===== src/verilog/brbs_pkg.sv =====
// Package of opcodes, field positions and timing constants for brbs_exec
package brbs_pkg;
	// Quarter-phase codes within one instruction cycle
	localparam logic [1:0] BRBS_Q1 = 2'h0;
	localparam logic [1:0] BRBS_Q2 = 2'h1;
	localparam logic [1:0] BRBS_Q3 = 2'h2;
	localparam logic [1:0] BRBS_Q4 = 2'h3;

	// Opcode match patterns
	localparam logic [7:0] BRBS_OP_IF_NONZERO = 8'hE1;  // Upper byte, nonzero branch
	localparam logic [4:0] BRBS_OP_ALWAYS     = 5'h1A;  // 1101_0 prefix
	localparam logic [3:0] BRBS_OP_SET_BIT    = 4'h8;   // 1000 prefix

	// Field positions in the instruction word
	localparam int BRBS_BIT_LSB   = 9;   // b field, bits 11:9
	localparam int BRBS_A_POS     = 8;   // access-select bit
	localparam int BRBS_LONG_MSB  = 10;  // 11-bit offset sign bit
	localparam int BRBS_SHORT_MSB = 7;   // 8-bit offset sign bit

	// Highest register operand that uses indexed literal offset
	localparam logic [7:0] BRBS_ILO_MAX  = 8'h5F;
	// Upper nibble of the access bank's special register half
	localparam logic [3:0] BRBS_SFR_BANK = 4'hF;

	// Reset values
	localparam logic [15:0] BRBS_IR_RST  = 16'h0000;  // No-operation word
endpackage


===== src/verilog/brbs_exec.sv =====
// Decode and execute of nonzero branch, unconditional branch and bit set
// Summary of operation
// - Opcode E1nn branches on signed n only when zero flag is clear.
// - Taken branch target is incremented fetch address plus twice the offset.
// - Conditional branch is one word; one cycle untaken, two when taken.
// - Q1 decode, Q2 offset, Q3 process, Q4 PC write, then a NOP cycle.
// - Prefix 1101_0 with 11-bit offset always branches, two cycles, no flags.
// - Bit set with a=0 and extended set uses indexed offset when f<=95.
`timescale 1ns/1ps
`default_nettype none
module brbs_exec #(
	parameter int PC_W = 21,   // Program counter width
	parameter int DA_W = 12    // Data memory address width
) (
	input  wire logic            clk_i,          // Core clock, 50 MHz
	input  wire logic            rst_n_i,        // Synchronous reset, active low
	input  wire logic [15:0]     instr_i,        // Fetched word, taken in Q1
	input  wire logic [PC_W-1:0] pc_i,           // Already incremented PC
	input  wire logic            zero_flag_i,    // Status zero flag
	input  wire logic            ext_set_en_i,   // Extended instruction set on
	input  wire logic [3:0]      bank_sel_reg_i, // Bank select register
	input  wire logic [DA_W-1:0] fsr2_i,         // Index base for literal offset
	input  wire logic [7:0]      mem_rdata_i,    // Data memory read data
	output logic      [1:0]      phase_o,        // Current quarter phase
	output logic                 pc_load_o,      // Load PC in Q4
	output logic      [PC_W-1:0] pc_target_o,    // Branch destination
	output logic                 nop_cycle_o,    // Forced no-operation cycle
	output logic      [DA_W-1:0] mem_addr_o,     // Data memory address
	output logic                 mem_rd_o,       // Read strobe in Q3
	output logic                 mem_wr_o,       // Write strobe in Q4
	output logic      [7:0]      mem_wdata_o     // Write data
);
	import brbs_pkg::*;

	typedef enum logic [1:0] {
		BRBS_EXEC  = 2'b01,
		BRBS_FLUSH = 2'b10
	} brbs_state_t;

	brbs_state_t       state;
	logic [15:0]       ir;
	logic [PC_W-1:0]   next_target;
	logic [DA_W-1:0]   next_addr;
	logic [7:0]        next_wdata;
	logic              next_taken;

	// Decoders shared by the datapath and the checks
	function automatic logic is_nonzero_br(input logic [15:0] w);
		return w[15:8] == BRBS_OP_IF_NONZERO;
	endfunction

	function automatic logic is_always_br(input logic [15:0] w);
		return w[15:11] == BRBS_OP_ALWAYS;
	endfunction

	function automatic logic is_set_bit(input logic [15:0] w);
		return w[15:12] == BRBS_OP_SET_BIT;
	endfunction

	// Sign-extended displacement, already doubled
	function automatic logic [PC_W-1:0] branch_disp(input logic [15:0] w);
		logic [PC_W-1:0] d;
		if (is_always_br(w)) begin
			d = {{(PC_W-11){w[BRBS_LONG_MSB]}}, w[10:0]};
		end else begin
			d = {{(PC_W-8){w[BRBS_SHORT_MSB]}}, w[7:0]};
		end
		return {d[PC_W-2:0], 1'b0};
	endfunction

	// Quarter-phase counter runs free; four clocks per instruction cycle
	always_ff @(posedge clk_i) begin
		if (!rst_n_i) begin
			phase_o <= BRBS_Q1;
		end else begin
			phase_o <= phase_o + 2'h1;
		end
	end

	// Q1 decode; a flush cycle loads a no-operation word instead
	always_ff @(posedge clk_i) begin
		if (!rst_n_i) begin
			ir <= BRBS_IR_RST;
		end else if (phase_o == BRBS_Q1) begin
			ir <= (state == BRBS_FLUSH) ? BRBS_IR_RST : instr_i;
		end
	end

	// Branch condition and destination
	always_comb begin
		// An unconditional branch ignores the zero flag entirely
		next_taken  = is_always_br(ir)
			|| (is_nonzero_br(ir) && !zero_flag_i);
		next_target = pc_i + branch_disp(ir);
	end

	// Q3 process ends in a Q4 PC write for a taken branch only
	always_ff @(posedge clk_i) begin
		if (!rst_n_i) begin
			pc_load_o   <= 1'b0;
			pc_target_o <= '0;
		end else if (phase_o == BRBS_Q3) begin
			pc_load_o   <= next_taken;
			pc_target_o <= next_target;
		end else begin
			pc_load_o   <= 1'b0;
		end
	end

	// Taken branch costs a whole extra cycle; untaken one does not
	always_ff @(posedge clk_i) begin
		if (!rst_n_i) begin
			state       <= BRBS_EXEC;
			nop_cycle_o <= 1'b0;
		end else if (phase_o == BRBS_Q4) begin
			case (state)
				BRBS_EXEC: begin
					if (pc_load_o) begin
						state       <= BRBS_FLUSH;
						nop_cycle_o <= 1'b1;
					end
				end
				BRBS_FLUSH: begin
					state       <= BRBS_EXEC;
					nop_cycle_o <= 1'b0;
				end
				default: begin
					state       <= BRBS_EXEC;
					nop_cycle_o <= 1'b0;
				end
			endcase
		end
	end

	// Register operand address; the index window only below the SFR half
	always_comb begin
		if (ir[BRBS_A_POS]) begin
			next_addr = {bank_sel_reg_i, ir[7:0]};
		end else if (ext_set_en_i && ir[7:0] <= BRBS_ILO_MAX) begin
			next_addr = fsr2_i + {{(DA_W-8){1'b0}}, ir[7:0]};
		end else if (ir[7:0] <= BRBS_ILO_MAX) begin
			next_addr = {{(DA_W-8){1'b0}}, ir[7:0]};
		end else begin
			next_addr = {BRBS_SFR_BANK, ir[7:0]};
		end
		next_wdata = mem_rdata_i | (8'h01 << ir[11:9]);
	end

	// Read in Q3, write back in Q4 of the same cycle
	always_ff @(posedge clk_i) begin
		if (!rst_n_i) begin
			mem_addr_o  <= '0;
			mem_rd_o    <= 1'b0;
			mem_wr_o    <= 1'b0;
			mem_wdata_o <= 8'h00;
		end else begin
			mem_rd_o <= (phase_o == BRBS_Q2) && is_set_bit(ir);
			mem_wr_o <= (phase_o == BRBS_Q3) && is_set_bit(ir);
			if (phase_o == BRBS_Q2) begin
				mem_addr_o <= next_addr;
			end
			if (phase_o == BRBS_Q3) begin
				mem_wdata_o <= next_wdata;
			end
		end
	end

	// Checks; targets are rebuilt from the fetched word, not the datapath
	chk_phase_wrap: assert property (
		@(posedge clk_i) disable iff (!rst_n_i)
		phase_o == BRBS_Q4 |=> phase_o == BRBS_Q1)
		else $error("phase did not wrap");
	chk_nonzero_taken: assert property (
		@(posedge clk_i) disable iff (!rst_n_i)
		phase_o == BRBS_Q3 && is_nonzero_br(ir)
		|=> pc_load_o == !$past(zero_flag_i))
		else $error("nonzero branch decision wrong");
	chk_nonzero_target: assert property (
		@(posedge clk_i) disable iff (!rst_n_i)
		phase_o == BRBS_Q3 && is_nonzero_br(ir) && !zero_flag_i
		|=> pc_target_o == $past(pc_i)
		+ {{(PC_W-9){$past(ir[BRBS_SHORT_MSB])}}, $past(ir[7:0]), 1'b0})
		else $error("nonzero branch target wrong");
	chk_always_target: assert property (
		@(posedge clk_i) disable iff (!rst_n_i)
		phase_o == BRBS_Q3 && is_always_br(ir)
		|=> pc_load_o && pc_target_o == $past(pc_i)
		+ {{(PC_W-12){$past(ir[BRBS_LONG_MSB])}}, $past(ir[10:0]), 1'b0})
		else $error("unconditional branch target wrong");
	chk_refused_quiet: assert property (
		@(posedge clk_i) disable iff (!rst_n_i)
		phase_o == BRBS_Q3 && !is_nonzero_br(ir) && !is_always_br(ir)
		|=> !pc_load_o)
		else $error("PC loaded by a non-branch word");
	chk_taken_flush: assert property (
		@(posedge clk_i) disable iff (!rst_n_i)
		pc_load_o |=> nop_cycle_o [*4] ##1 !nop_cycle_o)
		else $error("taken branch not followed by one nop cycle");
	chk_flush_quiet: assert property (
		@(posedge clk_i) disable iff (!rst_n_i)
		nop_cycle_o |-> !pc_load_o && !mem_rd_o && !mem_wr_o)
		else $error("strobe raised during nop cycle");
	chk_untaken_one: assert property (
		@(posedge clk_i) disable iff (!rst_n_i)
		phase_o == BRBS_Q4 && !pc_load_o && !nop_cycle_o
		|=> !nop_cycle_o)
		else $error("untaken branch stalled");
	chk_load_in_q4: assert property (
		@(posedge clk_i) disable iff (!rst_n_i)
		pc_load_o |-> phase_o == BRBS_Q4 && !nop_cycle_o)
		else $error("PC loaded outside Q4");
	chk_ilo_addr: assert property (
		@(posedge clk_i) disable iff (!rst_n_i)
		phase_o == BRBS_Q2 && is_set_bit(ir) && !ir[BRBS_A_POS]
		&& ext_set_en_i && ir[7:0] <= BRBS_ILO_MAX
		|=> mem_rd_o && mem_addr_o
		== $past(fsr2_i) + {{(DA_W-8){1'b0}}, $past(ir[7:0])})
		else $error("indexed offset address wrong");
	chk_bank_addr: assert property (
		@(posedge clk_i) disable iff (!rst_n_i)
		phase_o == BRBS_Q2 && is_set_bit(ir) && ir[BRBS_A_POS]
		|=> mem_addr_o == {$past(bank_sel_reg_i), $past(ir[7:0])})
		else $error("banked address wrong");
	chk_set_bit_write: assert property (
		@(posedge clk_i) disable iff (!rst_n_i)
		mem_rd_o |=> mem_wr_o && mem_wdata_o[$past(ir[11:9])]
		&& (mem_wdata_o | (8'h01 << $past(ir[11:9])))
		== ($past(mem_rdata_i) | (8'h01 << $past(ir[11:9]))))
		else $error("bit set write wrong");
endmodule
`default_nettype wire


===== config.mk =====
export PLATFORM = sky130hd
export DESIGN_NAME = brbs_exec
export DESIGN_NICKNAME = d
export VERILOG_FILES = /design/src/verilog/brbs_pkg.sv /design/src/verilog/brbs_exec.sv
export SDC_FILE = /design/constraint.sdc
export NUM_CORES = 1
export LEC_CHECK = 0
export BUFFER_PORTS_ARGS = -buffer_cell sky130_fd_sc_hd__buf_2
export CAP_MARGIN = 20
export CORE_MARGIN = 1
export CORE_UTILIZATION = 57
export DETAILED_ROUTE_END_ITERATION = 10
export PLACE_DENSITY = 0.86
export SYNTH_ARGS = -nofsm -noshare
export SYNTH_HDL_FRONTEND = slang
export SYNTH_SLANG_ARGS = --single-unit

===== constraint.sdc =====
create_clock -name clk_i -period 4.9 [get_ports clk_i]
set_input_delay 0.735 -clock clk_i [delete_from_list [all_inputs] [get_ports clk_i]]
set_output_delay 0.735 -clock clk_i [all_outputs]
set_load 0.03 [all_outputs]

---- Yosys cells after proc, flatten, opt, wreduce, memory -nomap -nowiden ----
Cells that the tools add are included.
word-level totals
  register bits ........................... 65
  bits of input ports ..................... 65
  word-level logic and storage cells ...... 43
operators by class
  equality and inequality tests ........... 9
  magnitude comparators ................... 1
  bitwise operators ....................... 1
  reduce and logical (&&, ||, !) cells .... 9
  multiplexer cells ....................... 9
  shift-type cells ........................ 1
  add/subtract/negate cells ............... 3
operator list
  cell                                                                              number
  12-bit 2-to-1 mux                                                                 3
  21-bit adder                                                                      1
  20-bit 2-to-1 mux                                                                 1
  16-bit 2-to-1 mux                                                                 1
  12-bit by 8-bit adder with 12-bit output                                          1
  8-bit == test, second input constant                                              1
  8-bit by 7-bit less-or-equal comparator with 1-bit output, second input constant  1
  8-bit bitwise OR                                                                  1
  1-bit by 3-bit << shifter with 8-bit output, first input constant                 1
  2-bit == test, second input constant                                              3
  5-bit == test, second input constant                                              1
  2-bit by 1-bit == test with 1-bit output, second input constant                   2
  4-bit == test, second input constant                                              1
  1-bit logical AND                                                                 4
  2-bit 2-to-1 mux                                                                  2
  2-bit AND reduction                                                               2
  2-bit by 1-bit adder with 2-bit output, second input constant                     1
  2-bit zero test                                                                   1
  1-bit 2-to-1 mux                                                                  2
  2-bit inequality test, second input constant                                      1
  1-bit zero test                                                                   1
  1-bit logical OR                                                                  1

---- Longest topological paths before layout ----
  depth in word-level cells ............... 4
  mapped depth ............................ 12
  gate-level depth less buffers ........... 11

---- Least setup slack after synthesis ----
OpenSTA, ideal clock, no wires.
  path kind ............................... register -> register
  from .................................... register ir[13]
  to ...................................... register pc_target_o[20]
  data required time ...................... 4.838 ns
  setup time .............................. 0.062 ns
  cell stages (with the launch flop) ...... 12
  setup slack ............................. 2.149 ns
  arrival ................................. 2.689 ns
  buffers on the path ..................... 1
  cells stage by stage .................... dfxtp_1 > and4bb_4 > and3_4 > nor2_2 > inv_1 > ha_1 > clkbuf_1 > a21oi_1 > o21ai_0 > a211o_1 > or4b_1 > nand3_1
between the ends
  cells in the longest elaborated chain, start to end .. 3
RTL lines
  element                   RTL line          source
  start: declaration        brbs_exec.sv:41   logic [15:0] ir;
  start signal: assignment  brbs_exec.sv:85   ir <= (state == BRBS_FLUSH) ? BRBS_IR_RST : instr_i;
  5-bit == test             brbs_exec.sv:53   return w[15:11] == BRBS_OP_ALWAYS;
  20-bit 2-to-1 mux         brbs_exec.sv:63   if (is_always_br(w)) begin
  21-bit adder              brbs_exec.sv:94   next_target = pc_i + branch_disp(ir);
  end signal: assignment    brbs_exec.sv:104  pc_target_o <= next_target;
  end: declaration          brbs_exec.sv:26   output logic [PC_W-1:0] pc_target_o,
No other way between the ends.
A chain may end at the register's enable or synchronous reset.

---- Final worst setup path ----
  from .................................... register ir[11]
  to ...................................... register pc_target_o[20]
Same word-level chain as after synthesis.

==> results_dict.tcl <==
set metrics [dict create \
    antenna_found_initial 0 \
    slew_headroom 0.487 \
    setup_violations 0 \
    io_buffers 111 \
    grt_overflow_total 0 \
    instances_no_fill 680 \
    status "completed" \
    final_cell_mix "buf_2 (111), dfxtp_1 (64), a21oi_1 (57), nor2_1 (56), o21ai_0 (37)" \
    place_congestion 0.897 \
    route.detailed.drc 0 \
    worst_pin_slew_ps 769 \
    root_buffer "clkbuf_8" \
    viasPerCell 6.15 \
    rsz0062_at_grt "no" \
    postCtsSetupRepairBufs 0 \
    diodes 0 \
    area_delta_synth_final_pct 19.9 \
    row_count 30 \
    insertion_delay_ps 340 \
    hold_depth 2 \
    final_util 0.703 \
    htreeDepth 3 \
    synth_nets 595 \
    holdCritPathClass "reg2reg" \
    syn_area_um2 3960 \
    dr.pass1.iters 5 \
    vias 4182 \
    drv_slew 0 \
    ys_async_sr_fraction 0 \
    routedWlPerCell_um 16.7 \
    grt_max_degree 31 \
    initial_core_util 0.587 \
    critPathRequiredTime_ps 5190 \
    synth_top_area_frac 0.323 \
    peakVddDrop_mv 0.183 \
    hpwlAfterDp_um 8500 \
    cap_violations 0 \
    critPathKind "reg2reg" \
    grt_pass1_wl_um 18500 \
    drt_wl_total_um 11400 \
    layout.cells.most_common "buf_2" \
    cts_num_sinks 64 \
    postSynthCellCount 495 \
    cts_buffer_depth 2 \
    pin_count 112 \
    synth_area_leaders "dfxtp_1 (32%), ha_1 (10%), a21oi_1 (7.2%), nor2_1 (5.3%), o21ai_0 (4.7%)" \
    layout_worst_path_cycle_share 0.640 \
    end_kind "flip-flop" \
    synth_edf_count 0 \
    skew_ps 8.75 \
    drive_gt1_frac 0.232 \
    p_leak_nw 2.19 \
    core-area_um2 6760 \
    grt_pass1_vias 3993 \
    powerDensity_nw_per_um2 318 \
    crit_path_max_fanout 10 \
    ys_seq_area_frac 0.323 \
    clk_pin_slew_worst_paths_ps 70 \
    die_w_um 85.4 \
    tritoncts "built" \
    drtIter0Drc 265 \
    rr_worst_depth 11 \
    placed_area_um2 4550 \
    nets 697 \
    fp.dieH_um 85.4 \
    numCtsBuffers 9 \
    final_antenna_net_count 0 \
    cp.arrival_ps 3420 \
    yosysUniqueCellTypes 56 \
    die-area_um2 7290 \
    yosysTopAreaCell "dfxtp_1" \
    placedCellCount 665 \
    fmax_mhz 319 \
    ys.flop_type "dfxtp_1" \
    cts_resized 0 \
    stdcell_area_um2 4750 \
    ctsHoldBuffers 0 \
    worstSetupStartpointType "flip-flop" \
    avgSynthCellArea_um2 8.01 \
    hold_viol_final 0 \
    grt_usage 0.318 \
    tns_ps 0 \
    ys_seq_elements 64 \
    ys_warn_count 0 \
    period_needed_ps 3140 \
]
power by group:
part | total, mW | switching [mW] | internal (mW)
clock network | 0.458 | 0.202 | 0.256
logic | 0.457 | 0.290 | 0.167
registers | 0.597 | 0.0345 | 0.562
total | 1.51 | 0.527 | 0.986
final timing paths:
path	slack, ps	startpoint	end
setup / recovery	1760	ir[11]	pc_target_o[20]
setup reg to reg	1760	ir[11]	pc_target_o[20]
hold / removal	470	pc_target_o[12]	pc_target_o[12]
hold reg to reg	470	pc_target_o[12]	pc_target_o[12]
sequential cells by signal, summed over array words and instances, names as in the netlist:
register / flops
state: 1
phase_o: 2
pc_target_o: 21
mem_wr_o: 1
mem_rd_o: 1
ir: 16
mem_wdata_o: 8
mem_addr_o: 12
pc_load_o: 1
nop_cycle_o: 1
synthesized netlist by cell type (all sizes together), types with 2 or more instances:
| master | instances |
|---|---|
| a221oi | 2 |
| nor2b | 14 |
| a41oi | 2 |
| nor3 | 9 |
| o21bai | 3 |
| a31o | 3 |
| o211ai | 6 |
| mux2i | 7 |
| nand3 | 20 |
| ha | 33 |
| o311ai | 2 |
| a2bb2oi | 4 |
| a31oi | 12 |
| o21ai | 40 |
| and2 | 3 |
| xnor2 | 13 |
| dfxtp | 64 |
| fa | 2 |
| a21oi | 59 |
| inv | 19 |
| and4bb | 2 |
| buf | 2 |
| o21a | 3 |
| xor2 | 4 |
| nand2 | 28 |
| and3 | 4 |
| a21boi | 2 |
| or3 | 5 |
| nor2 | 57 |
| clkbuf | 22 |
| a211oi | 11 |
| nand4 | 5 |
| o2111ai | 4 |
| a21o | 8 |
| nand4b | 2 |
| nor4 | 3 |
| a311oi | 4 |
critical path, stage by stage, from the launching register on:
cell	delay (ps)
dfxtp_1	450
and4bb_4	250
a21oi_2	240
nor2_2	100
inv_1	280
ha_1	360
a21oi_1	220
o221ai_1	140
a21oi_1	270
a2111oi_1	160
or4b_1	520
nand3_1	90
through the flow:
step	total power, mW	hold WS, ps	worst slack, ps
after floorplan	0.922	443	2150
after global routing	1.58	504	1450
after global placement	1.04	455	1970
after detailed placement	1.05	462	1810
after CTS	1.51	471	1790
final	1.51	469	1760
cell families (layout without fill, tap and decap cells):
family | count (synthesis) | in the layout | share of synthesized area
compound gates | 172 | 172 | 0.271
xor+xnor | 17 | 17 | 0.0376
fa+ha+maj | 35 | 35 | 0.114
buf+inv | 43 | 148 | 0.0410
flops | 64 | 64 | 0.323
mux | 7 | 7 | 0.0177
simple gates | 157 | 157 | 0.195
cell type report:
class / count / area (µm²)
clock buffer: 11 / 151
tap: 80 / 100
inverter: 19 / 71.3
sequential: 64 / 1280
fill: 581 / 2000
clock inverter: 3 / 42.5
multi-input combinational: 388 / 2520
timing repair buffer: 115 / 586
metal layers:
metal  GRT usage  wire length, µm
met1       0.412             5060
met2       0.540             5290
met3      0.0486              732
met4       0.111              299
met5           0                0
(Power assumes the default switching activity.)
